File: config.mk
export PLATFORM = sky130hd
export DESIGN_NAME = pscr_regs
export DESIGN_NICKNAME = d
export VERILOG_FILES = /design/src/hw/pscr_pkg.sv /design/src/hw/pscr_ahb_front.sv /design/src/hw/pscr_slew.sv /design/src/hw/pscr_regs.sv
export SDC_FILE = /design/constraint.sdc
export NUM_CORES = 1
export LEC_CHECK = 0
export BUFFER_PORTS_ARGS = -buffer_cell sky130_fd_sc_hd__buf_2
export CELL_PAD_IN_SITES_DETAIL_PLACEMENT = 1
export CELL_PAD_IN_SITES_GLOBAL_PLACEMENT = 1
export CORE_MARGIN = 5
export CORE_UTILIZATION = 38
export DETAILED_ROUTE_END_ITERATION = 7
export PLACE_DENSITY_LB_ADDON = 0.1
export SYNTH_ARGS = -nofsm -noshare
export SYNTH_HDL_FRONTEND = slang
export SYNTH_SLANG_ARGS = --single-unit
File: constraint.sdc
create_clock -name clk -period 6.8 [get_ports clk]
set_input_delay 0.68 -clock clk [delete_from_list [all_inputs] [get_ports clk]]
set_output_delay 0.68 -clock clk [all_outputs]
set_load 0.02 [all_outputs]
File: src/hw/pscr_pkg.sv
// pscr_pkg: register indices, field positions, reset values and timing
// assumes: 200 MHz clk, registers reached by word index over ahb-lite
package pscr_pkg;
  // register indices, byte address is four times the index
  localparam logic [29:0] IDX_SLEW_LO = 30'h414;
  localparam logic [29:0] IDX_SLEW_HI = 30'h415;
  localparam logic [29:0] IDX_DEMAP_CTL = 30'h416;
  localparam logic [29:0] IDX_SAMP_LO = 30'h417;
  localparam logic [29:0] IDX_SAMP_HI = 30'h418;
  localparam logic [29:0] IDX_SETP_LO = 30'h419;
  localparam logic [29:0] IDX_SETP_HI = 30'h41a;
  localparam logic [29:0] IDX_GAIN_B0 = 30'h41b;
  localparam logic [29:0] IDX_GAIN_B1 = 30'h41c;
  localparam logic [29:0] IDX_GAIN_B2 = 30'h41d;
  localparam logic [29:0] IDX_CLAMP = 30'h41e;
  localparam logic [29:0] IDX_PUMP = 30'h430;
  localparam logic [29:0] IDX_FBDIV = 30'h431;
  localparam logic [29:0] IDX_FILTER = 30'h432;
  localparam logic [29:0] IDX_PREDIV = 30'h433;
  // reset values
  localparam logic [6:0] PUMP_RST = 7'h2e;
  localparam logic [7:0] FILTER_RST = 8'h7f;
  // field positions
  localparam int DEMAP_EN_BIT = 0;
  localparam int PREDIV_RST_BIT = 1;
  localparam int RZ_BYPASS_BIT = 0;
  localparam int RP2_LSB = 6;
  localparam int RZ_LSB = 3;
  localparam int CP1_LSB = 0;
  // divider range that software must keep to
  localparam logic [7:0] FBDIV_MIN = 8'h0e;
  localparam logic [7:0] FBDIV_MAX = 8'hff;
  // smallest useful nonzero slew limit, us/s
  localparam logic [15:0] SLEW_MIN_USEFUL = 16'h0064;
  // timing: a limit of n us/s is n ps of phase per microsecond
  localparam int CLK_PERIOD_PS = 5000;
  localparam int US_PS = 1000000;
  localparam int CYCLES_PER_US = US_PS / CLK_PERIOD_PS;
  localparam int PHASE_W = 30;
  // ahb transfer types
  localparam logic [1:0] HTRANS_IDLE = 2'h0;
  localparam logic [1:0] HTRANS_NONSEQ = 2'h2;
endpackage

File: src/hw/pscr_ahb_front.sv
// pscr_ahb_front: ahb-lite address phase capture for a zero-wait slave
// assumes: single slave, hready is the slave's own hreadyout
`timescale 1ns/1ps
module pscr_ahb_front (
  // clock and reset
  input wire logic clk,
  input wire logic rst_n,
  // ahb address phase
  input wire logic hsel,
  input wire logic [31:0] haddr,
  input wire logic [1:0] htrans,
  input wire logic hwrite,
  input wire logic hready,
  // decoded accesses
  output logic rd_req,
  output logic [29:0] rd_idx,
  output logic wr_stb,
  output logic [29:0] wr_idx
);
  import pscr_pkg::*;

  typedef struct packed {
    logic wr_pend;
    logic [29:0] idx;
  } pscr_front_type;

  pscr_front_type s_ff, nxt_s;
  logic take;

  // htrans[1] covers nonseq and seq, idle and busy are ignored
  assign take = hsel & hready & htrans[1];
  assign rd_req = take & ~hwrite;
  assign rd_idx = haddr[31:2];
  assign wr_stb = s_ff.wr_pend & hready; // data phase ends on hready
  assign wr_idx = s_ff.idx;

  // remember a write until its data phase
  always_comb begin
    nxt_s = s_ff;
    if (hready) begin
      nxt_s.wr_pend = take & hwrite;
      nxt_s.idx = haddr[31:2];
    end
  end

  always_ff @(posedge clk) begin
    if (!rst_n) begin
      s_ff <= '0;
    end else begin
      s_ff <= nxt_s;
    end
  end
endmodule // pscr_ahb_front

File: src/hw/pscr_slew.sv
// pscr_slew: moves the loop phase toward its target at a capped rate
// assumes: target comes from same-clock logic, signed picoseconds
`timescale 1ns/1ps
module pscr_slew #(
  parameter int TICK_CYCLES = pscr_pkg::CYCLES_PER_US
) (
  // clock and reset
  input wire logic clk,
  input wire logic rst_n,
  // control
  input wire logic [pscr_pkg::PHASE_W-1:0] target,
  input wire logic [15:0] limit,
  // result
  output logic [pscr_pkg::PHASE_W-1:0] phase,
  output logic slewing
);
  import pscr_pkg::*;

  localparam int TW = $clog2(TICK_CYCLES);

  typedef struct packed {
    logic [TW-1:0] tick;
    logic [PHASE_W-1:0] phase;
  } pscr_slew_type;

  pscr_slew_type s_ff, nxt_s;
  logic signed [PHASE_W:0] diff;
  logic [PHASE_W:0] mag;
  logic [PHASE_W:0] lim_w;

  assign diff = $signed({target[PHASE_W-1], target}) - $signed({s_ff.phase[PHASE_W-1], s_ff.phase});
  assign mag = diff[PHASE_W] ? (PHASE_W+1)'(-diff) : diff;
  assign lim_w = (PHASE_W+1)'(limit);
  assign phase = s_ff.phase;
  assign slewing = (limit != 16'h0000) && (diff != '0);

  // one step of at most limit ps per microsecond tick
  always_comb begin
    nxt_s = s_ff;
    if (s_ff.tick == TW'(TICK_CYCLES - 1)) begin
      nxt_s.tick = '0;
    end else begin
      nxt_s.tick = s_ff.tick + 1'b1;
    end
    if (limit == 16'h0000) begin
      nxt_s.phase = target;
    end else if (s_ff.tick == TW'(TICK_CYCLES - 1)) begin
      if (mag <= lim_w) begin
        nxt_s.phase = target;
      end else if (diff[PHASE_W]) begin
        nxt_s.phase = s_ff.phase - PHASE_W'(limit);
      end else begin
        nxt_s.phase = s_ff.phase + PHASE_W'(limit);
      end
    end
  end

  always_ff @(posedge clk) begin
    if (!rst_n) begin
      s_ff <= '0;
    end else begin
      s_ff <= nxt_s;
    end
  end
endmodule // pscr_slew

File: src/hw/pscr_regs.sv
// pscr_regs: loop channel slew, demapping and output loop config bank
// assumes: ahb-lite single transfers, one slave, same clock as logic
//
// Decided for this implementation: the AHB-Lite interface to the registers.
`timescale 1ns/1ps
module pscr_regs #(
  parameter int TICK_CYCLES = pscr_pkg::CYCLES_PER_US
) (
  // clock and reset
  input wire logic clk,
  input wire logic rst_n,
  // ahb-lite slave
  input wire logic hsel,
  input wire logic [31:0] haddr,
  input wire logic [1:0] htrans,
  input wire logic hwrite,
  input wire logic [2:0] hsize,
  input wire logic [31:0] hwdata,
  input wire logic hready,
  output logic hreadyout,
  output logic hresp,
  output logic [31:0] hrdata,
  // fixed phase offset from the offset registers, signed ps
  input wire logic [pscr_pkg::PHASE_W-1:0] phase_offset_target,
  // digital loop outputs
  output logic [pscr_pkg::PHASE_W-1:0] digital_loop_zero_phase,
  output logic digital_loop_zero_slewing,
  // demapping controller
  output logic demap_enable,
  output logic [15:0] demap_sampled_addr,
  output logic [15:0] demap_setpoint_addr,
  output logic [23:0] demap_gain,
  output logic [7:0] demap_clamp,
  // output analog loop
  output logic [6:0] pump_current_code,
  output logic [7:0] output_loop_feedback_divider,
  output logic feedback_divider_in_range,
  output logic [1:0] second_pole_resistor_sel,
  output logic [2:0] loop_zero_resistor_sel,
  output logic [2:0] first_pole_capacitor_sel,
  output logic output_pre_divider_reset,
  output logic loop_zero_resistor_bypass
);
  import pscr_pkg::*;

  typedef struct packed {
    logic [15:0] slew;
    logic demap_en;
    logic [15:0] samp;
    logic [15:0] setp;
    logic [23:0] gain;
    logic [7:0] clamp;
    logic [6:0] pump;
    logic [7:0] fbdiv;
    logic [7:0] filter;
    logic prediv_rst;
    logic rz_bypass;
    logic [7:0] rdata;
  } pscr_bank_type;

  pscr_bank_type s_ff, nxt_s;
  logic rd_req;
  logic [29:0] rd_idx;
  logic wr_stb;
  logic [29:0] wr_idx;
  logic [7:0] wbyte;

  // read view of one register; unmapped and reserved bits give zero
  function automatic logic [7:0] rd_byte(input logic [29:0] idx,
                                         input pscr_bank_type b);
    logic [7:0] v;
    v = 8'h00;
    unique case (idx)
      IDX_SLEW_LO: v = b.slew[7:0];
      IDX_SLEW_HI: v = b.slew[15:8];
      IDX_DEMAP_CTL: v = {7'h00, b.demap_en};
      IDX_SAMP_LO: v = b.samp[7:0];
      IDX_SAMP_HI: v = b.samp[15:8];
      IDX_SETP_LO: v = b.setp[7:0];
      IDX_SETP_HI: v = b.setp[15:8];
      IDX_GAIN_B0: v = b.gain[7:0];
      IDX_GAIN_B1: v = b.gain[15:8];
      IDX_GAIN_B2: v = b.gain[23:16];
      IDX_CLAMP: v = b.clamp;
      IDX_PUMP: v = {1'b0, b.pump};
      IDX_FBDIV: v = b.fbdiv;
      IDX_FILTER: v = b.filter;
      IDX_PREDIV: v = {6'h00, b.prediv_rst, b.rz_bypass};
      default: v = 8'h00;
    endcase
    return v;
  endfunction

  // address phase capture
  pscr_ahb_front u_front (
    .clk(clk),
    .rst_n(rst_n),
    .hsel(hsel),
    .haddr(haddr),
    .htrans(htrans),
    .hwrite(hwrite),
    .hready(hready),
    .rd_req(rd_req),
    .rd_idx(rd_idx),
    .wr_stb(wr_stb),
    .wr_idx(wr_idx)
  );

  // rate capped phase; the target is the fixed closed loop offset
  pscr_slew #(
    .TICK_CYCLES(TICK_CYCLES)
  ) u_slew (
    .clk(clk),
    .rst_n(rst_n),
    .target(phase_offset_target),
    .limit(s_ff.slew),
    .phase(digital_loop_zero_phase),
    .slewing(digital_loop_zero_slewing)
  );

  // zero wait slave, always okay
  assign hreadyout = 1'b1;
  assign hresp = 1'b0;
  assign hrdata = {24'h000000, s_ff.rdata};
  assign wbyte = hwdata[7:0];

  // register outputs
  assign demap_enable = s_ff.demap_en;
  assign demap_sampled_addr = s_ff.samp;
  assign demap_setpoint_addr = s_ff.setp;
  assign demap_gain = s_ff.gain;
  assign demap_clamp = s_ff.clamp;
  assign pump_current_code = s_ff.pump;
  assign output_loop_feedback_divider = s_ff.fbdiv;
  // only a flag: software owns keeping the ratio legal
  assign feedback_divider_in_range = (s_ff.fbdiv >= FBDIV_MIN)
                                   && (s_ff.fbdiv <= FBDIV_MAX);
  assign second_pole_resistor_sel = s_ff.filter[RP2_LSB +: 2];
  assign loop_zero_resistor_sel = s_ff.filter[RZ_LSB +: 3];
  assign first_pole_capacitor_sel = s_ff.filter[CP1_LSB +: 3];
  assign output_pre_divider_reset = s_ff.prediv_rst;
  assign loop_zero_resistor_bypass = s_ff.rz_bypass;

  // write first, then read from the updated copy so that a read right
  // after a write to the same byte sees the new value
  always_comb begin
    nxt_s = s_ff;
    if (wr_stb) begin
      unique case (wr_idx)
        IDX_SLEW_LO: nxt_s.slew[7:0] = wbyte;
        IDX_SLEW_HI: nxt_s.slew[15:8] = wbyte;
        IDX_DEMAP_CTL: nxt_s.demap_en = wbyte[DEMAP_EN_BIT];
        IDX_SAMP_LO: nxt_s.samp[7:0] = wbyte;
        IDX_SAMP_HI: nxt_s.samp[15:8] = wbyte;
        IDX_SETP_LO: nxt_s.setp[7:0] = wbyte;
        IDX_SETP_HI: nxt_s.setp[15:8] = wbyte;
        IDX_GAIN_B0: nxt_s.gain[7:0] = wbyte;
        IDX_GAIN_B1: nxt_s.gain[15:8] = wbyte;
        IDX_GAIN_B2: nxt_s.gain[23:16] = wbyte;
        IDX_CLAMP: nxt_s.clamp = wbyte;
        IDX_PUMP: nxt_s.pump = wbyte[6:0];
        IDX_FBDIV: nxt_s.fbdiv = wbyte;
        IDX_FILTER: nxt_s.filter = wbyte;
        IDX_PREDIV: begin
          nxt_s.prediv_rst = wbyte[PREDIV_RST_BIT];
          nxt_s.rz_bypass = wbyte[RZ_BYPASS_BIT];
        end
        default: nxt_s.rdata = s_ff.rdata; // unmapped write is dropped
      endcase
    end
    if (rd_req) begin
      nxt_s.rdata = rd_byte(rd_idx, nxt_s);
    end
  end

  // synchronous reset to documented defaults
  always_ff @(posedge clk) begin
    if (!rst_n) begin
      // one assignment, so no field is driven twice in the reset step
      s_ff <= '{pump: PUMP_RST, filter: FILTER_RST, default: '0};
    end else begin
      s_ff <= nxt_s;
    end
  end

  // checks on the bank and the slew path
  property p_reset_vals;
    @(posedge clk) !rst_n |=> (pump_current_code == PUMP_RST)
      && (s_ff.filter == FILTER_RST) && (s_ff.slew == 16'h0000)
      && !demap_enable && (demap_gain == 24'h000000);
  endproperty
  a_reset_vals: assert property (p_reset_vals)
    else $error("register defaults wrong after reset");

  property p_slew_bytes;
    @(posedge clk) disable iff (!rst_n)
      wr_stb && (wr_idx == IDX_SLEW_HI)
      |=> s_ff.slew[15:8] == $past(hwdata[7:0]) && $stable(s_ff.slew[7:0]);
  endproperty
  a_slew_bytes: assert property (p_slew_bytes)
    else $error("slew limit high byte not written alone");

  property p_step_cap;
    @(posedge clk) disable iff (!rst_n)
      ($past(s_ff.slew) != 16'h0000) && $past(rst_n)
      |-> (($past(digital_loop_zero_phase) - digital_loop_zero_phase)
           <= PHASE_W'($past(s_ff.slew))
        || (digital_loop_zero_phase - $past(digital_loop_zero_phase))
           <= PHASE_W'($past(s_ff.slew)));
  endproperty
  a_step_cap: assert property (p_step_cap)
    else $error("phase step exceeds slew limit");

  property p_no_limit;
    @(posedge clk) disable iff (!rst_n)
      s_ff.slew == 16'h0000 ##1 s_ff.slew == 16'h0000
      |-> digital_loop_zero_phase == $past(phase_offset_target);
  endproperty
  a_no_limit: assert property (p_no_limit)
    else $error("zero limit did not pass phase through");

  property p_demap_ctl;
    @(posedge clk) disable iff (!rst_n)
      rd_req && (rd_idx == IDX_DEMAP_CTL) && !wr_stb
      |=> hrdata == {31'h00000000, demap_enable};
  endproperty
  a_demap_ctl: assert property (p_demap_ctl)
    else $error("demap control reserved bits not zero");

  property p_gain_write;
    @(posedge clk) disable iff (!rst_n)
      wr_stb && (wr_idx == IDX_GAIN_B2)
      |=> demap_gain[23:16] == $past(hwdata[7:0])
      ##1 ($stable(demap_gain) || $past(wr_stb));
  endproperty
  a_gain_write: assert property (p_gain_write)
    else $error("gain top byte not stored");

  property p_pump_rsvd;
    @(posedge clk) disable iff (!rst_n)
      rd_req && (rd_idx == IDX_PUMP)
      |=> hrdata[7] == 1'b0 && hrdata[6:0] == pump_current_code;
  endproperty
  a_pump_rsvd: assert property (p_pump_rsvd)
    else $error("pump current readback wrong");

  property p_fbdiv_flag;
    @(posedge clk) disable iff (!rst_n)
      feedback_divider_in_range == (output_loop_feedback_divider > 8'h0d);
  endproperty
  a_fbdiv_flag: assert property (p_fbdiv_flag)
    else $error("divider range flag wrong");

  property p_filter_map;
    @(posedge clk) disable iff (!rst_n)
      wr_stb && (wr_idx == IDX_FILTER)
      |=> {second_pole_resistor_sel, loop_zero_resistor_sel,
           first_pole_capacitor_sel} == $past(hwdata[7:0]);
  endproperty
  a_filter_map: assert property (p_filter_map)
    else $error("filter select fields misplaced");

  property p_prediv;
    @(posedge clk) disable iff (!rst_n)
      wr_stb && (wr_idx == IDX_PREDIV)
      |=> output_pre_divider_reset == $past(hwdata[1])
        && loop_zero_resistor_bypass == $past(hwdata[0]);
  endproperty
  a_prediv: assert property (p_prediv)
    else $error("pre-divider control bits misplaced");

  property p_readback;
    @(posedge clk) disable iff (!rst_n)
      wr_stb && (wr_idx == IDX_CLAMP) ##0 (rd_req && rd_idx == IDX_CLAMP)
      |=> hrdata == {24'h000000, $past(hwdata[7:0])};
  endproperty
  a_readback: assert property (p_readback)
    else $error("read after write returned stale byte");

  property p_okay;
    @(posedge clk) disable iff (!rst_n)
      hreadyout && !hresp && hrdata[31:8] == 24'h000000;
  endproperty
  a_okay: assert property (p_okay)
    else $error("bus answer not okay or upper bits set");

  // byte placement and reserved bits of the remaining registers
  property p_samp_bytes;
    @(posedge clk) disable iff (!rst_n)
      wr_stb && (wr_idx == IDX_SAMP_LO)
      |=> demap_sampled_addr[7:0] == $past(hwdata[7:0])
        && $stable(demap_sampled_addr[15:8]);
  endproperty
  a_samp_bytes: assert property (p_samp_bytes)
    else $error("sampled address low byte not written alone");

  property p_setp_bytes;
    @(posedge clk) disable iff (!rst_n)
      wr_stb && (wr_idx == IDX_SETP_HI)
      |=> demap_setpoint_addr[15:8] == $past(hwdata[7:0])
        && $stable(demap_setpoint_addr[7:0]);
  endproperty
  a_setp_bytes: assert property (p_setp_bytes)
    else $error("set point address high byte not written alone");

  property p_demap_en;
    @(posedge clk) disable iff (!rst_n)
      wr_stb && (wr_idx == IDX_DEMAP_CTL)
      |=> demap_enable == $past(hwdata[DEMAP_EN_BIT]);
  endproperty
  a_demap_en: assert property (p_demap_en)
    else $error("demap enable not taken from bit 0");

  property p_pump_write;
    @(posedge clk) disable iff (!rst_n)
      wr_stb && (wr_idx == IDX_PUMP)
      |=> pump_current_code == $past(hwdata[6:0]);
  endproperty
  a_pump_write: assert property (p_pump_write)
    else $error("pump current code not stored");

  property p_fbdiv_write;
    @(posedge clk) disable iff (!rst_n)
      wr_stb && (wr_idx == IDX_FBDIV)
      |=> output_loop_feedback_divider == $past(hwdata[7:0]);
  endproperty
  a_fbdiv_write: assert property (p_fbdiv_write)
    else $error("feedback divider not stored");

  property p_prediv_rsvd;
    @(posedge clk) disable iff (!rst_n)
      rd_req && (rd_idx == IDX_PREDIV)
      |=> hrdata[7:2] == 6'h00;
  endproperty
  a_prediv_rsvd: assert property (p_prediv_rsvd)
    else $error("pre-divider control reserved bits not zero");
endmodule // pscr_regs

# Yosys cells after proc, flatten, opt, wreduce, memory -nomap -nowiden
# Index checks and enable logic that the tools add are counted.
[word_totals]
out_inout_bits = 156
ramBits = 0
reg_bits = 183
word_cells = 92
latch_bits = 0
memories = 0
rom_bits = 0
[op_classes]
reduce_logical = 7
order_cmp = 3
n_mux = 23
multipliers = 0
n_div = 0
n_shift = 0
n_eq_ne = 31
addsub = 5
bitwise = 7
[op_table]
columns = ["cell", "n"]
rows = [
  ["$eq 30x11->1 const B", 30],
  ["$mux 30", 4],
  ["$pmux 8 s15", 1],
  ["$mux 114", 1],
  ["$mux 8", 13],
  ["$le 31x16->1", 1],
  ["$mux 31", 1],
  ["$neg 31->31", 1],
  ["$reduce_bool 31->1", 1],
  ["$sub 30x30->31", 1],
  ["$add 30x16->30", 1],
  ["$sub 30x16->30", 1],
  ["$logic_not 16->1", 1],
  ["$reduce_bool 16->1", 1],
  ["$add 8x1->8 const B", 1],
  ["$eq 8x8->1 const B", 1],
  ["$ge 8x4->1 const B", 1],
  ["$le 8x8->1 const B", 1],
  ["$mux 7", 1],
  ["$and 1x1->1", 5],
  ["$logic_and 1x1->1", 2],
  ["$mux 2", 1],
  ["$not 1->1", 2],
  ["$reduce_bool 2->1", 1],
  ["2 further kinds", 2],
]

# Logic depth before layout (Yosys ltp)
# Gate-level depths: netlist (run 1).
[depth]
word_depth = 7
depth_mapped = 32
mapped_depth_nobuf = 29

# By module
# From an unflattened synthesis (run 1), not the netlist that was laid out.
[unflattened]
hier_cells = 1820
area_unflattened_um2 = 15110.7
[modules_own_cells]
columns = ["mod", "area_per_inst_um2", "seq_area_each_um2", "cells_each", "instances"]
rows = [
  ["pscr_slew", 7135.6, 760.7, 993, 1],
  ["pscr_regs", 6314.8, 2282.2, 664, 1],
  ["pscr_ahb_front", 1660.3, 620.6, 163, 1],
]

# Worst setup path after synthesis (run 1)
# OpenSTA, ideal clock, no wires.
[synth_timing]
path_kind = "input to register"
startpoint = "in phase_offset_target[0] (netlist bit)"
endpoint = "reg u_slew.s_ff (netlist bit u_slew.phase[29])"
cell_stages = 31
n_path_buf = 3
setup_time_ps = 139
t_arrival_ps = 6367
path_slack_ps = 294
path_cell_list = "inv_1 -> ha_1 -> inv_1 -> fa_1 -> a211oi_2 -> nor4_2 -> o311ai_2 -> nand3_1 -> a41o_1 -> and3_1 -> o22a_1 -> clkbuf_1 -> buf_1 -> clkbuf_1 -> o21ai_0 -> xnor2_1 -> ha_1 -> a21oi_1 -> nand2_1 -> o21ai_0 -> o21a_1 -> o21ai_0 -> a41oi_1 -> or2_2 -> a31oi_1 -> a41o_1 -> o41ai_1 -> xnor2_1 -> or3_1 -> a21oi_1 -> a311oi_1"
[synth_via]
elab_chain_len = 7
[synth_rtl]
columns = ["element", "line_no", "text"]
rows = [
  ["from (decl)", "pscr_regs.sv:24", "input wire logic [pscr_pkg::PHASE_W-1:0] phase_offset_target,"],
  ["$sub 30x30->31 *", "pscr_slew.sv:31", "assign diff = $signed({target[PHASE_W-1], target}) - $signed({s_ff.phase[PHASE_W-1], s_ff.phase});"],
  ["$neg 31->31", "pscr_slew.sv:32", "assign mag = diff[PHASE_W] ? (PHASE_W+1)'(-diff) : diff;"],
  ["$mux 31", "pscr_slew.sv:32", ""],
  ["$le 31x16->1", "pscr_slew.sv:48", "if (mag <= lim_w) begin"],
  ["$mux 30 *", "pscr_slew.sv:48", ""],
  ["$mux 30 *", "pscr_slew.sv:47", "end else if (s_ff.tick == TW'(TICK_CYCLES - 1)) begin"],
  ["$mux 30 *", "pscr_slew.sv:45", "if (limit == 16'h0000) begin"],
  ["to (signal assigned)", "pscr_slew.sv:62", "s_ff <= nxt_s;"],
  ["to (decl)", "pscr_slew.sv:26", "pscr_slew_type s_ff, nxt_s;"],
]
# Every way passes the cells marked *; elsewhere a longest branch is shown, timed or not. The select of a mux whose other input is x is not followed.
# A chain may end at the register's enable or synchronous reset.

# Final worst setup path (run 1)
[layout_timing]
startpoint = "reg u_slew.s_ff (netlist bit u_slew.phase[0])"
endpoint = "reg u_slew.s_ff (netlist bit u_slew.phase[29])"
[layout_via]
elab_chain_len = 7
[layout_rtl]
columns = ["element", "line_no"]
rows = [
  ["$sub 30x30->31", "pscr_slew.sv:31"],
  ["$neg 31->31", "pscr_slew.sv:32"],
  ["$mux 31", "pscr_slew.sv:32"],
  ["$le 31x16->1", "pscr_slew.sv:48"],
  ["$mux 30 *", "pscr_slew.sv:48"],
  ["$mux 30 *", "pscr_slew.sv:47"],
  ["$mux 30 *", "pscr_slew.sv:45"],
]
# Marked as above.

==> results by group, run 1 <==
Clocking
  – H-tree lvl count: 4
  – Cell at the root of the clock tree: clkbuf_16
  – Maximum buffer depth of the clock tree: 2
  – Clock Pin Slew Worst Setup and Hold Paths: 0.08 ns
  – Clock tree from TritonCTS: done
  – Number of CTS-inserted buffers: 17
  – Clock insertion delay at the later pin of the skew report: approximately 0.45 ns
  – Post-CTS Setup Inserts: 0
  – CTS sink cnt: 183

Cells and area
  – Fill cell count: around 4400
  – Ant. Diodes: 0
  – Multi-input gate area: 8499 sq um
  – Sequential cell area: 3664 sq um
  – Fraction of layout instances using a drive strength above 1: 0.1975
  – Area growth, synth to finish: 11.38%
  – Number of nets at the end of the flow: 1979
  – Post-layout instance area: 15260 sq um

Floorplan
  – Number of placement rows: 69
  – Die area: roughly 40000 sq um
  – Die X: 199.9 um
  – Starting density of the core: 0.3853
  – Placeable Area: 35570 sq um
  – Die Y: ~200 um
  – Number of placed I/O pins: between 200 and 300

Placed design
  – Buffers on Ports: about 200
  – Weighted congestion reported at the end of routability-driven placement: a little under 0.9
  – Final HPWL from detailed placement: 38.15 mm
  – Cell area reported after detailed placement: 14610 sq um

Synth
  – Number of synthesized flops with an enable pin: 0
  – Top flip-flop cell by instance count after synthesis: dfxtp_1
  – FFs w/ async S/R, synth: 0
  – Post-Syn Instances: around 1700
  – Sequential fraction of the synthesis area: 0.2673
  – Yosys warning count: 0
  – Distinct cell type count of the synthesized netlist: 91
  – Yosys top cell area share: 0.2673
  – Post-synthesis instance area: 13700 sq um
  – Top area cells in the synthesized netlist: dfxtp_1 27%, mux2i_1 10%, buf_4 8.3%
  – Mapped Avg Cell Area: 8.118 sq um
  – Yosys reg bits: 183
  – Largest area contributor in the netlist: dfxtp_1

Pwr
  – Static Leak: approximately 7 nW
  – Pwr per Cell Area: 194.5 nW/um^2
  – Maximum resistive drop on vdd: 159.8 uV

Global routing
  – Maximum number of pins on one net before global-route repair: 70
  – Number of global-route vias before repair: ~13000
  – First-pass GRT wire length: 74.85 mm
  – GRT Total Usage: 0.2380
  – Global route total overflow: 0
  – Number of antenna violations at the first check in global routing: 0

Route
  – Vias per inst: 5.554
  – Starting DRC count in detailed routing: 673
  – Overall via count from detail_route: 12600
  – Number of iterations in the first detailed-routing pass: 5
  – DRT Wirelength: just under 50 mm
  – Remaining routing DRC violations: 0
  – Routed wire per std cell: 21.31 um
  – Count of antenna-violating nets left after detailed routing: 0

Timing
  – Pins Over Slew Limit: 0
  – Timing-limited maximum frequency: 0.1559 GHz
  – Headroom to the max-slew limit: 0.2008
  – Hold Fails Final Rpt: 0
  – Final setup violating endpoints: 0
  – RSZ-0062 raised after global routing: no
  – Share of the clock period used by the worst path after layout: 0.9431
  – Post-route minimum period: 6.413 ns
  – Skew final: 0.01233 ns
  – Actual slew at the worst max-slew pin: 1.196 ns
  – Summed negative setup slack over all endpoints: 0 ns

Setup path
  – Critical path's slowest cell: fa_1
  – Endpoint type of the worst setup path: register
  – CP max FO: 4
  – Worst path required time: between 7 and 8 ns
  – Worst setup SP type: register
  – Worst Path Arrival: 6.71 ns
  – Slowest Stage Delay on Critical Path: 0.42 ns
  – Cell mode on critical path: buf_4
  – Critical Setup Path Class: reg -> reg

Flow run
  – Maximum Capacitance Violations: 0

Status
  – Run status: finished, final reports clean

Worst hold path
  – Type of the tightest min-delay check: reg -> reg
## power breakdown
group	leakage, nW	internal, mW	total [mW]	switching (mW)
Sequential	1.49	1.09	1.12	0.0221
Combinational	5.05	0.318	0.792	0.474
Clock	0.299	0.534	1.06	0.527
## cell usage after synthesis (all sizes together), types with 4 or more instances
cell       n
mux2i    142
nor2     218
nand2     97
buf      166
nor4b     11
a211oi    15
and2      16
a32oi      8
dfxtp    183
o21bai     6
nor2b     14
nand4b     4
a2111oi    5
o31ai     15
xnor2     54
nand3     34
a21oi     92
o21a      18
and3      15
a31oi     12
a22oi      4
o22a       8
or2        7
o22ai     35
o31a       5
xor2      27
o41ai      4
a21o      23
inv       67
o221ai    21
clkbuf    53
nor4      13
nand4     20
o211ai     7
ha        78
nand2b    22
or3        9
o21ai     71
nor3      36
a211o      5
## per-stage QoR
stage / std cells / setup WS [ns] / total power, mW / util / hold slack [ns]
floorplan: 1712 / 0.2941 / 1.686 / - / 0.4130
global placement: 2237 / -0.3024 / 1.911 / 0.4108 / 0.4286
detailed placement: 2237 / -0.3839 / 1.925 / 0.4108 / 0.4325
CTS: 2269 / 0.03438 / 2.990 / 0.4285 / 0.4437
global route: 2269 / 0.02547 / 3.130 / 0.4291 / 0.4807
finish: 2269 / 0.3872 / 2.969 / 0.4291 / 0.4394
## worst max-delay path: cells and delay by family (launching register included)
kind | cells | cell delay, ns
AO/OA/AOI/OAI | 15 | 3.30
AND/OR/NAND/NOR | 7 | 1.16
adder cells (fa/ha/maj) | 3 | 0.81
buffers and inverters | 4 | 0.51
flip-flops | 1 | 0.38
XOR/XNOR | 1 | 0.12
## metal layers
metal	part of all wire	wire, um	global-route usage	vias to the layer above
li1	-	-	-	6084
met1	0.45	21670	0.3113	6179
met2	0.48	23440	0.4087	282
met3	0.046	2229	0.03844	58
met4	0.021	1023	0.06541	0
met5	0	0	0	-
## area by class of cell
class | count | area share
clock buffer | 17 | 0.02787
tap | 461 | 0.03779
timing repair buffer | 283 | 0.1076
clock inverter | 15 | 0.01320
multi-input combinational | 1243 | 0.5569
sequential | 183 | 0.2400
inverter | 67 | 0.01664
## worst paths after layout
| path | endpoint | slack, ns | startpoint | cells after the start |
|---|---|---|---|---|
| worst max-delay path | u_slew.phase[29]$_SDFFE_PN0P_ | 0.39 | u_slew.phase[0]$_SDFFE_PN0P_ | 30 |
| worst min-delay path | u_slew.s_ff[30]$_SDFF_PP0_ | 0.44 | u_slew.s_ff[30]$_SDFF_PP0_ | 1 |
| worst max register to register | u_slew.phase[29]$_SDFFE_PN0P_ | 0.39 | u_slew.phase[0]$_SDFFE_PN0P_ | 30 |
| worst min register to register | u_slew.s_ff[30]$_SDFF_PP0_ | 0.44 | u_slew.s_ff[30]$_SDFF_PP0_ | 1 |
## repair_timing
action | 4_1_cts | 5_1_grt
gates resized for setup | 0 | 6
hold buffers | 0 | 0
setup endpoints to repair | 0 | 25
## sequential cells by signal (all words and copies together) (netlist names), 16 cells and up
signal,cells
u_front.wr_idx,30
u_slew.phase,30
demap_gain,24
demap_sampled_addr,16
demap_setpoint_addr,16
s_ff,16
## logic make-up after synthesis
kind of cell,synth area share
simple gates,0.1895
compound gates,0.1899
buf+inv,0.1206
flops,0.2673
mux,0.1062
xor+xnor,0.05177
fa+ha+maj,0.07414
other cells,0.0005480
## cells in the final DEF (no fill, tap or decap), types with 12 or more instances in the layout
cell type and count:
o22ai_1 35, o21ai_0 62, a21o_1 23, nand2b_1 21, and3_1 15, clkbuf_16 17, a21oi_1 89, nand2_1 97
xor2_1 27, mux2i_1 142, conb_1 26, o221ai_1 21, buf_2 203, buf_4 78, dfxtp_1 183, and2_1 15
nand3_1 31, inv_1 65, a211oi_1 12, nor2_1 218, nor2b_1 14, o31ai_1 14, nor3_1 35, o21a_1 18
ha_1 78, a31oi_1 12, xnor2_1 54, nand4_1 20
(Power assumes the default switching activity.)
==> inputs of run 2 (changes only) <==
Settings changed: CORE_ASPECT_RATIO set to 1.1, CORE_MARGIN 5 to unset.
==> results by group, run 2 (same netlist as run 1, synthesis figures left out) <==
Cells and area
  – Ant. Diodes: 0 (unchanged)
  – Area growth, synth to finish: 11.18%
  – Fill cell count: 4385 (+0.41%)
  – Post-layout instance area: 15230 sq um (-0.18%)
  – Most frequent standard cell in the layout excluding fill and tap cells: nor2_1
  – Share of the core filled with cells: 0.4314 (+0.002322)
  – Most frequent cells in the layout: 218 x nor2_1, 203 x buf_2, 183 x dfxtp_1
  – Number of nets at the end of the flow: 1975 (-0.20%)
  – Fraction of layout instances using a drive strength above 1: 0.1946 (-0.002888)
  – Number of standard cells in the final layout excluding fillers: 2285 (+0.71%)

Timing
  – Pins Over Slew Limit: 0 (unchanged)
  – Post-route minimum period: 6.374 ns (-0.03864 ns)
  – RSZ-0062 raised after global routing: no
  – Headroom to the max-slew limit: 0.2060 (+0.005205)
  – Skew final: 0.008647 ns (-0.003686 ns)
  – Share of the clock period used by the worst path after layout: 0.9374 (-0.005683)
  – Final setup violating endpoints: 0 (unchanged)
  – Hold Fails Final Rpt: 0 (unchanged)
  – Summed negative setup slack over all endpoints: 0 ns (unchanged)
  – Actual slew at the worst max-slew pin: 1.189 ns (-0.007791 ns)
  – Timing-limited maximum frequency: 0.1569 GHz (+0.61%)

Setup path
  – Critical Setup Path Class: reg -> reg
  – Critical path's slowest cell: fa_1
  – Critical path origin: u_slew.phase[0]$_SDFFE_PN0P_
  – Worst flop-to-flop path startpoint: u_slew.phase[0]$_SDFFE_PN0P_
  – CP max FO: 18 (+14)
  – Endpoint of the most critical setup path: u_slew.phase[29]$_SDFFE_PN0P_
  – Register-to-register setup slack: 0.43 ns (+0.04 ns)
  – Worst path required time: 7.10 ns (about the same)
  – Worst reg2reg path endpoint: u_slew.phase[29]$_SDFFE_PN0P_
  – Endpoint type of the worst setup path: register
  – Count of cells along the worst register-to-register path: 29 (-3.3%)
  – Worst setup SP type: register
  – Worst Path Arrival: 6.67 ns (-0.04 ns)
  – Slowest Stage Delay on Critical Path: 0.43 ns (about the same)

Clocking
  – Maximum buffer depth of the clock tree: 2 (unchanged)
  – Post-CTS Setup Inserts: 0 (unchanged)
  – Clock insertion delay at the later pin of the skew report: 0.45 ns (about the same)
  – CTS sink cnt: 183 (unchanged)
  – Clock Pin Slew Worst Setup and Hold Paths: 0.07 ns (about the same)
  – Number of buffers inserted by hold repair at cts: 0 (unchanged)
  – Clock tree from TritonCTS: done
  – Number of CTS-inserted buffers: 17 (unchanged)
  – H-tree lvl count: 4 (unchanged)
  – Cell at the root of the clock tree: clkbuf_16

Floorplan
  – Number of placement rows: 72 (+4.3%)
  – Number of placed I/O pins: 260 (unchanged)
  – Die area: 36830 sq um (-7.8%)
  – Die X: 183.1 um (-8.4%)
  – Die Y: 201.2 um (+0.64%)
  – Placeable Area: 35310 sq um (-0.72%)
  – Starting density of the core: 0.3880 (+0.002785)

Global routing
  – Global route total overflow: 0 (unchanged)
  – First-pass GRT wire length: 74.42 mm (-0.58%)
  – GR peak layer: met2
  – GR met1 Demand/Resource: 0.3171 (+0.005795)
  – GRT met3 Usage: 0.03367 (-0.004771)
  – GRT Total Usage: 0.2591 (+0.02106)
  – Number of antenna violations at the first check in global routing: 0 (unchanged)
  – Global-route track usage on met2: 0.4662 (+0.05750)
  – Number of global-route vias before repair: 13170 (+1.0%)
  – Maximum number of pins on one net before global-route repair: 76 (+8.6%)

Route
  – Starting DRC count in detailed routing: 552 (-18%)
  – Overall via count from detail_route: 12600 (unchanged)
  – Count of antenna-violating nets left after detailed routing: 0 (unchanged)
  – Vias per inst: 5.516 (-0.70%)
  – Number of iterations in the first detailed-routing pass: 5 (unchanged)
  – Routed wire per std cell: 20.75 um (-2.7%)
  – Remaining routing DRC violations: 0 (unchanged)
  – DRT Wirelength: 47.41 mm (-2.0%)

Worst hold path
  – Launch point of the worst hold path: u_slew.s_ff[30]$_SDFF_PP0_
  – Type of the tightest min-delay check: reg -> reg

Placed design
  – Buffers on Ports: 203 (unchanged)
  – Number of instances in the placed design: 2253 (+0.72%)
  – Final HPWL from detailed placement: 37.25 mm (-2.4%)
  – Weighted congestion reported at the end of routability-driven placement: 0.9234 (+6.9%)
  – Cell area reported after detailed placement: 14600 sq um (-0.12%)

Pwr
  – Overall power: 2.954 mW (-0.51%)
  – Static Leak: 6.820 nW (-0.34%)
  – Maximum resistive drop on vdd: 179.9 uV (+13%)
  – Pwr per Cell Area: 193.9 nW/um^2 (-0.33%)

Flow run
  – Maximum Capacitance Violations: 0 (unchanged)

Status
  – Run status: finished, final reports clean
run 2: cell types whose count changed in the layout (fill, tap and decap cells not counted), sizes merged:
cell	change
inv	-1
buf	-4
clkinv	-3
clkbuf	+3
bufinv	+2
clkinvlp	-1
run 2: worst min-delay path by stage:
stage	to	cells after the start
global route	u_slew.s_ff[30]$_SDFF_PP0_	1
detailed placement	u_slew.s_ff[30]$_SDFF_PP0_	1
CTS	u_slew.s_ff[30]$_SDFF_PP0_	1
floorplan	u_slew.s_ff[30]$_SDFF_PP0_	1
global placement	u_slew.s_ff[30]$_SDFF_PP0_	1
finish	u_slew.s_ff[30]$_SDFF_PP0_	1
run 2: stage by stage:
stage          setup slack (ns)  hold slack [ns]
2_1_floorplan            0.2941           0.4130
3_3_place_gp            -0.2740           0.4314
3_5_place_dp            -0.4103           0.4438
4_1_cts                 0.01938           0.4596
5_1_grt                 0.04378           0.4740
6_report                 0.4258           0.4641
run 2: power by group:
group	internal (mW)	switching, mW
combinational	0.312	0.457
clock	0.596	0.472
sequential	1.09	0.0219
run 2: final cells by class:
class	count	area, sq um	share of cell area
clock inverter	12	163.9	0.01076
timing repair buffer	279	1599	0.1050
multi-input combinational	1243	8506	0.5583
sequential	183	3664	0.2405
clock buffer	20	446.7	0.02932
tap	481	601.8	0.03950
inverter	67	254.0	0.01667
run 2: worst max-delay path, delay by kind of cell, from the launching register on:
kind / cells / cell delay, ns
DFF: 1 / 0.38
buffers and inverters: 3 / 0.49
AOI/OAI and AO/OA: 14 / 2.88
adders and majority gates: 3 / 0.94
xor gates and xnor gates: 2 / 0.24
and+or+nand+nor: 7 / 1.29
run 2: repair_timing:
item | CTS | global route
endpoints found under the setup margin | 1 | 14
pin swaps | 0 | 1
gates resized for setup | 1 | 5
run 2: routing by layer:
metal	vias to the layer above	wire, um	share of wire
met5	-	0	0
met4	0	1042	0.022
met3	61	1750	0.037
met2	250	23790	0.50
met1	6215	20820	0.44
li1	6077	-	-
==> inputs of run 3 (changes only) <==
Settings changed: CORE_UTILIZATION 38 to 45.
Clock period 6.8 ns to 7.55 ns, I/O delays scaled along.
==> results by group, run 3 (same netlist as run 1, synthesis figures left out) <==
Status
  – Run status: finished, final reports clean

Clocking
  – Clock insertion delay at the later pin of the skew report: 0.44 ns (about the same)
  – Post-CTS Setup Inserts: 0 (unchanged)
  – Clock Pin Slew Worst Setup and Hold Paths: 0.07 ns (about the same)
  – Number of CTS-inserted buffers: 17 (unchanged)
  – Clock tree from TritonCTS: done
  – Resize count post-CTS: 0 (-1)
  – Number of buffers inserted by hold repair at cts: 0 (unchanged)
  – Maximum buffer depth of the clock tree: 2 (unchanged)
  – CTS sink cnt: 183 (unchanged)
  – H-tree lvl count: 4 (unchanged)
  – Cell at the root of the clock tree: clkbuf_16

Floorplan
  – Number of placed I/O pins: 260 (unchanged)
  – Die Y: 185.0 um (-8.0%)
  – Die X: 168.4 um (-8.0%)
  – Die area: 31150 sq um (-15%)
  – Number of placement rows: 66 (-8.3%)
  – Starting density of the core: 0.4609 (+0.07290)
  – Placeable Area: 29730 sq um (-16%)

Pwr
  – Maximum resistive drop on vdd: 173.6 uV (-3.5%)
  – Overall power: 2.623 mW (-11%)
  – Pwr per Cell Area: 178.6 nW/um^2 (-7.9%)
  – Static Leak: 6.560 nW (-3.8%)

Cells and area
  – Fraction of layout instances using a drive strength above 1: 0.1711 (-0.02343)
  – Number of nets at the end of the flow: 1924 (-2.6%)
  – Post-layout instance area: 14680 sq um (-3.6%)
  – Area growth, synth to finish: 7.149%
  – Most frequent cells in the layout: 218 x nor2_1, 203 x buf_2, 183 x dfxtp_1
  – Most frequent standard cell in the layout excluding fill and tap cells: nor2_1
  – Ant. Diodes: 0 (unchanged)

Route
  – Starting DRC count in detailed routing: 781 (+41%)
  – Overall via count from detail_route: 12460 (-1.2%)
  – Routed wire per std cell: 21.23 um (+2.3%)
  – Vias per inst: 5.856 (+6.2%)
  – Remaining routing DRC violations: 0 (unchanged)
  – DRT Wirelength: 45.16 mm (-4.7%)
  – Count of antenna-violating nets left after detailed routing: 0 (unchanged)
  – Number of iterations in the first detailed-routing pass: 4 (-1)

Placed design
  – Setup slack after placement: 0.1567 ns (+0.5670 ns)
  – Cell area reported after detailed placement: 14080 sq um (-3.5%)
  – Final HPWL from detailed placement: 35.02 mm (-6.0%)
  – Weighted congestion reported at the end of routability-driven placement: 0.9210 (-0.26%)
  – Buffers on Ports: 203 (unchanged)

Timing
  – Final setup violating endpoints: 0 (unchanged)
  – Post-layout worst setup margin: 0.5818 ns (+0.1559 ns)
  – Share of the clock period used by the worst path after layout: 0.9229
  – Post-route minimum period: 6.968 ns
  – Headroom to the max-slew limit: 0.1780 (-0.02796)
  – Hold Fails Final Rpt: 0 (unchanged)
  – Timing-limited maximum frequency: 0.1435 GHz
  – Summed negative setup slack over all endpoints: 0 ns (unchanged)
  – RSZ-0062 raised after global routing: no
  – Pins Over Slew Limit: 0 (unchanged)
  – Skew final: 0.01036 ns (+0.001713 ns)
  – Actual slew at the worst max-slew pin: 1.226 ns (+0.03771 ns)

Global routing
  – Global route total overflow: 0 (unchanged)
  – GRT met3 Usage: 0.04231 (+0.008643)
  – Number of global-route vias before repair: 12580 (-4.5%)
  – GR met1 Demand/Resource: 0.3470 (+0.02990)
  – GR peak layer: met2
  – GRT Total Usage: 0.2904 (+0.03130)
  – Maximum number of pins on one net before global-route repair: 79 (+3.9%)
  – First-pass GRT wire length: 70.21 mm (-5.6%)
  – Number of antenna violations at the first check in global routing: 0 (unchanged)
  – Global-route track usage on met2: 0.5250 (+0.05879)

Setup path
  – Worst setup SP type: input pin
  – Worst path required time: 7.83 ns (+0.73 ns)
  – Worst Path Arrival: 7.25 ns (+0.58 ns)
  – Slowest Stage Delay on Critical Path: 0.91 ns (+0.48 ns)
  – Cell mode on critical path: buf_4
  – Register-to-register setup slack: 0.62 ns (+0.19 ns)
  – Endpoint type of the worst setup path: register
  – CP max FO: 13 (-5)
  – Critical Setup Path Class: in -> reg
  – Critical path's slowest cell: nor3_2

Flow run
  – Maximum Capacitance Violations: 0 (unchanged)

Worst hold path
  – Type of the tightest min-delay check: reg -> reg
==> run 3: changes by cell type in the layout (fill, tap and decap cells not counted), moves of 2 or more <==
cell        before  now
clkbuf_1         2    0
clkbuf_8         1    3
buf_4           75   24
clkinvlp_4       0    2
o21ai_1          9    7
o21ai_0         61   63
==> run 3: cell type report <==
| type | instances | area (sq um) |
|---|---|---|
| Clock inverter | 12 | 137.6 |
| Fill cell | 3653 | 15050 |
| Tap cell | 374 | 467.9 |
| Multi-Input combinational cell | 1243 | 8477 |
| Inverter | 67 | 254.0 |
| Timing Repair Buffer | 228 | 1216 |
| Sequential cell | 183 | 3664 |
| Clock buffer | 20 | 466.7 |
==> run 3: worst paths after layout <==
check | start | endpoint | depth (start not counted)
setup / recovery | phase_offset_target[0] | u_slew.phase[0]$_SDFFE_PN0P_ | 31
hold / removal | u_slew.s_ff[30]$_SDFF_PP0_ | u_slew.s_ff[30]$_SDFF_PP0_ | 1
setup reg to reg | u_slew.phase[0]$_SDFFE_PN0P_ | u_slew.phase[0]$_SDFFE_PN0P_ | 29
hold reg to reg | u_slew.s_ff[30]$_SDFF_PP0_ | u_slew.s_ff[30]$_SDFF_PP0_ | 1
==> run 3: stage by stage <==
| step | cells | util | hold WS, ns |
|---|---|---|---|
| 4_1_cts | 2127 | 0.4939 | 0.4645 |
| 5_1_grt | 2127 | 0.4939 | 0.4822 |
| 3_5_place_dp | 2095 | 0.4736 | 0.4543 |
| 2_1_floorplan | 1712 | - | 0.4130 |
| 6_report | 2127 | 0.4939 | 0.4612 |
| 3_3_place_gp | 2095 | 0.4736 | 0.4285 |
==> run 3: critical path: cells and delay by family <==
kind	cells	cell delay (ns)
AND/OR/NAND/NOR	12	2.38
adder cells (fa/ha/maj)	3	0.88
multiplexers	1	0.36
AO/OA/AOI/OAI	9	2.04
buffers and inverters	6	0.79
==> run 3: power breakdown <==
group / internal (mW) / switching, mW / total, mW / leakage, nW
Combinational: 0.261 / 0.416 / 0.677 / 4.78
Sequential: 0.986 / 0.0218 / 1.01 / 1.49
Clock: 0.520 / 0.418 / 0.938 / 0.294
Total: 1.77 / 0.856 / 2.62 / 6.56
==> run 3: per-layer routing <==
layer,share of wire,vias to the layer above
met5,0,-
met4,0.031,0
met3,0.047,77
met2,0.50,337
met1,0.43,6075
li1,-,5967
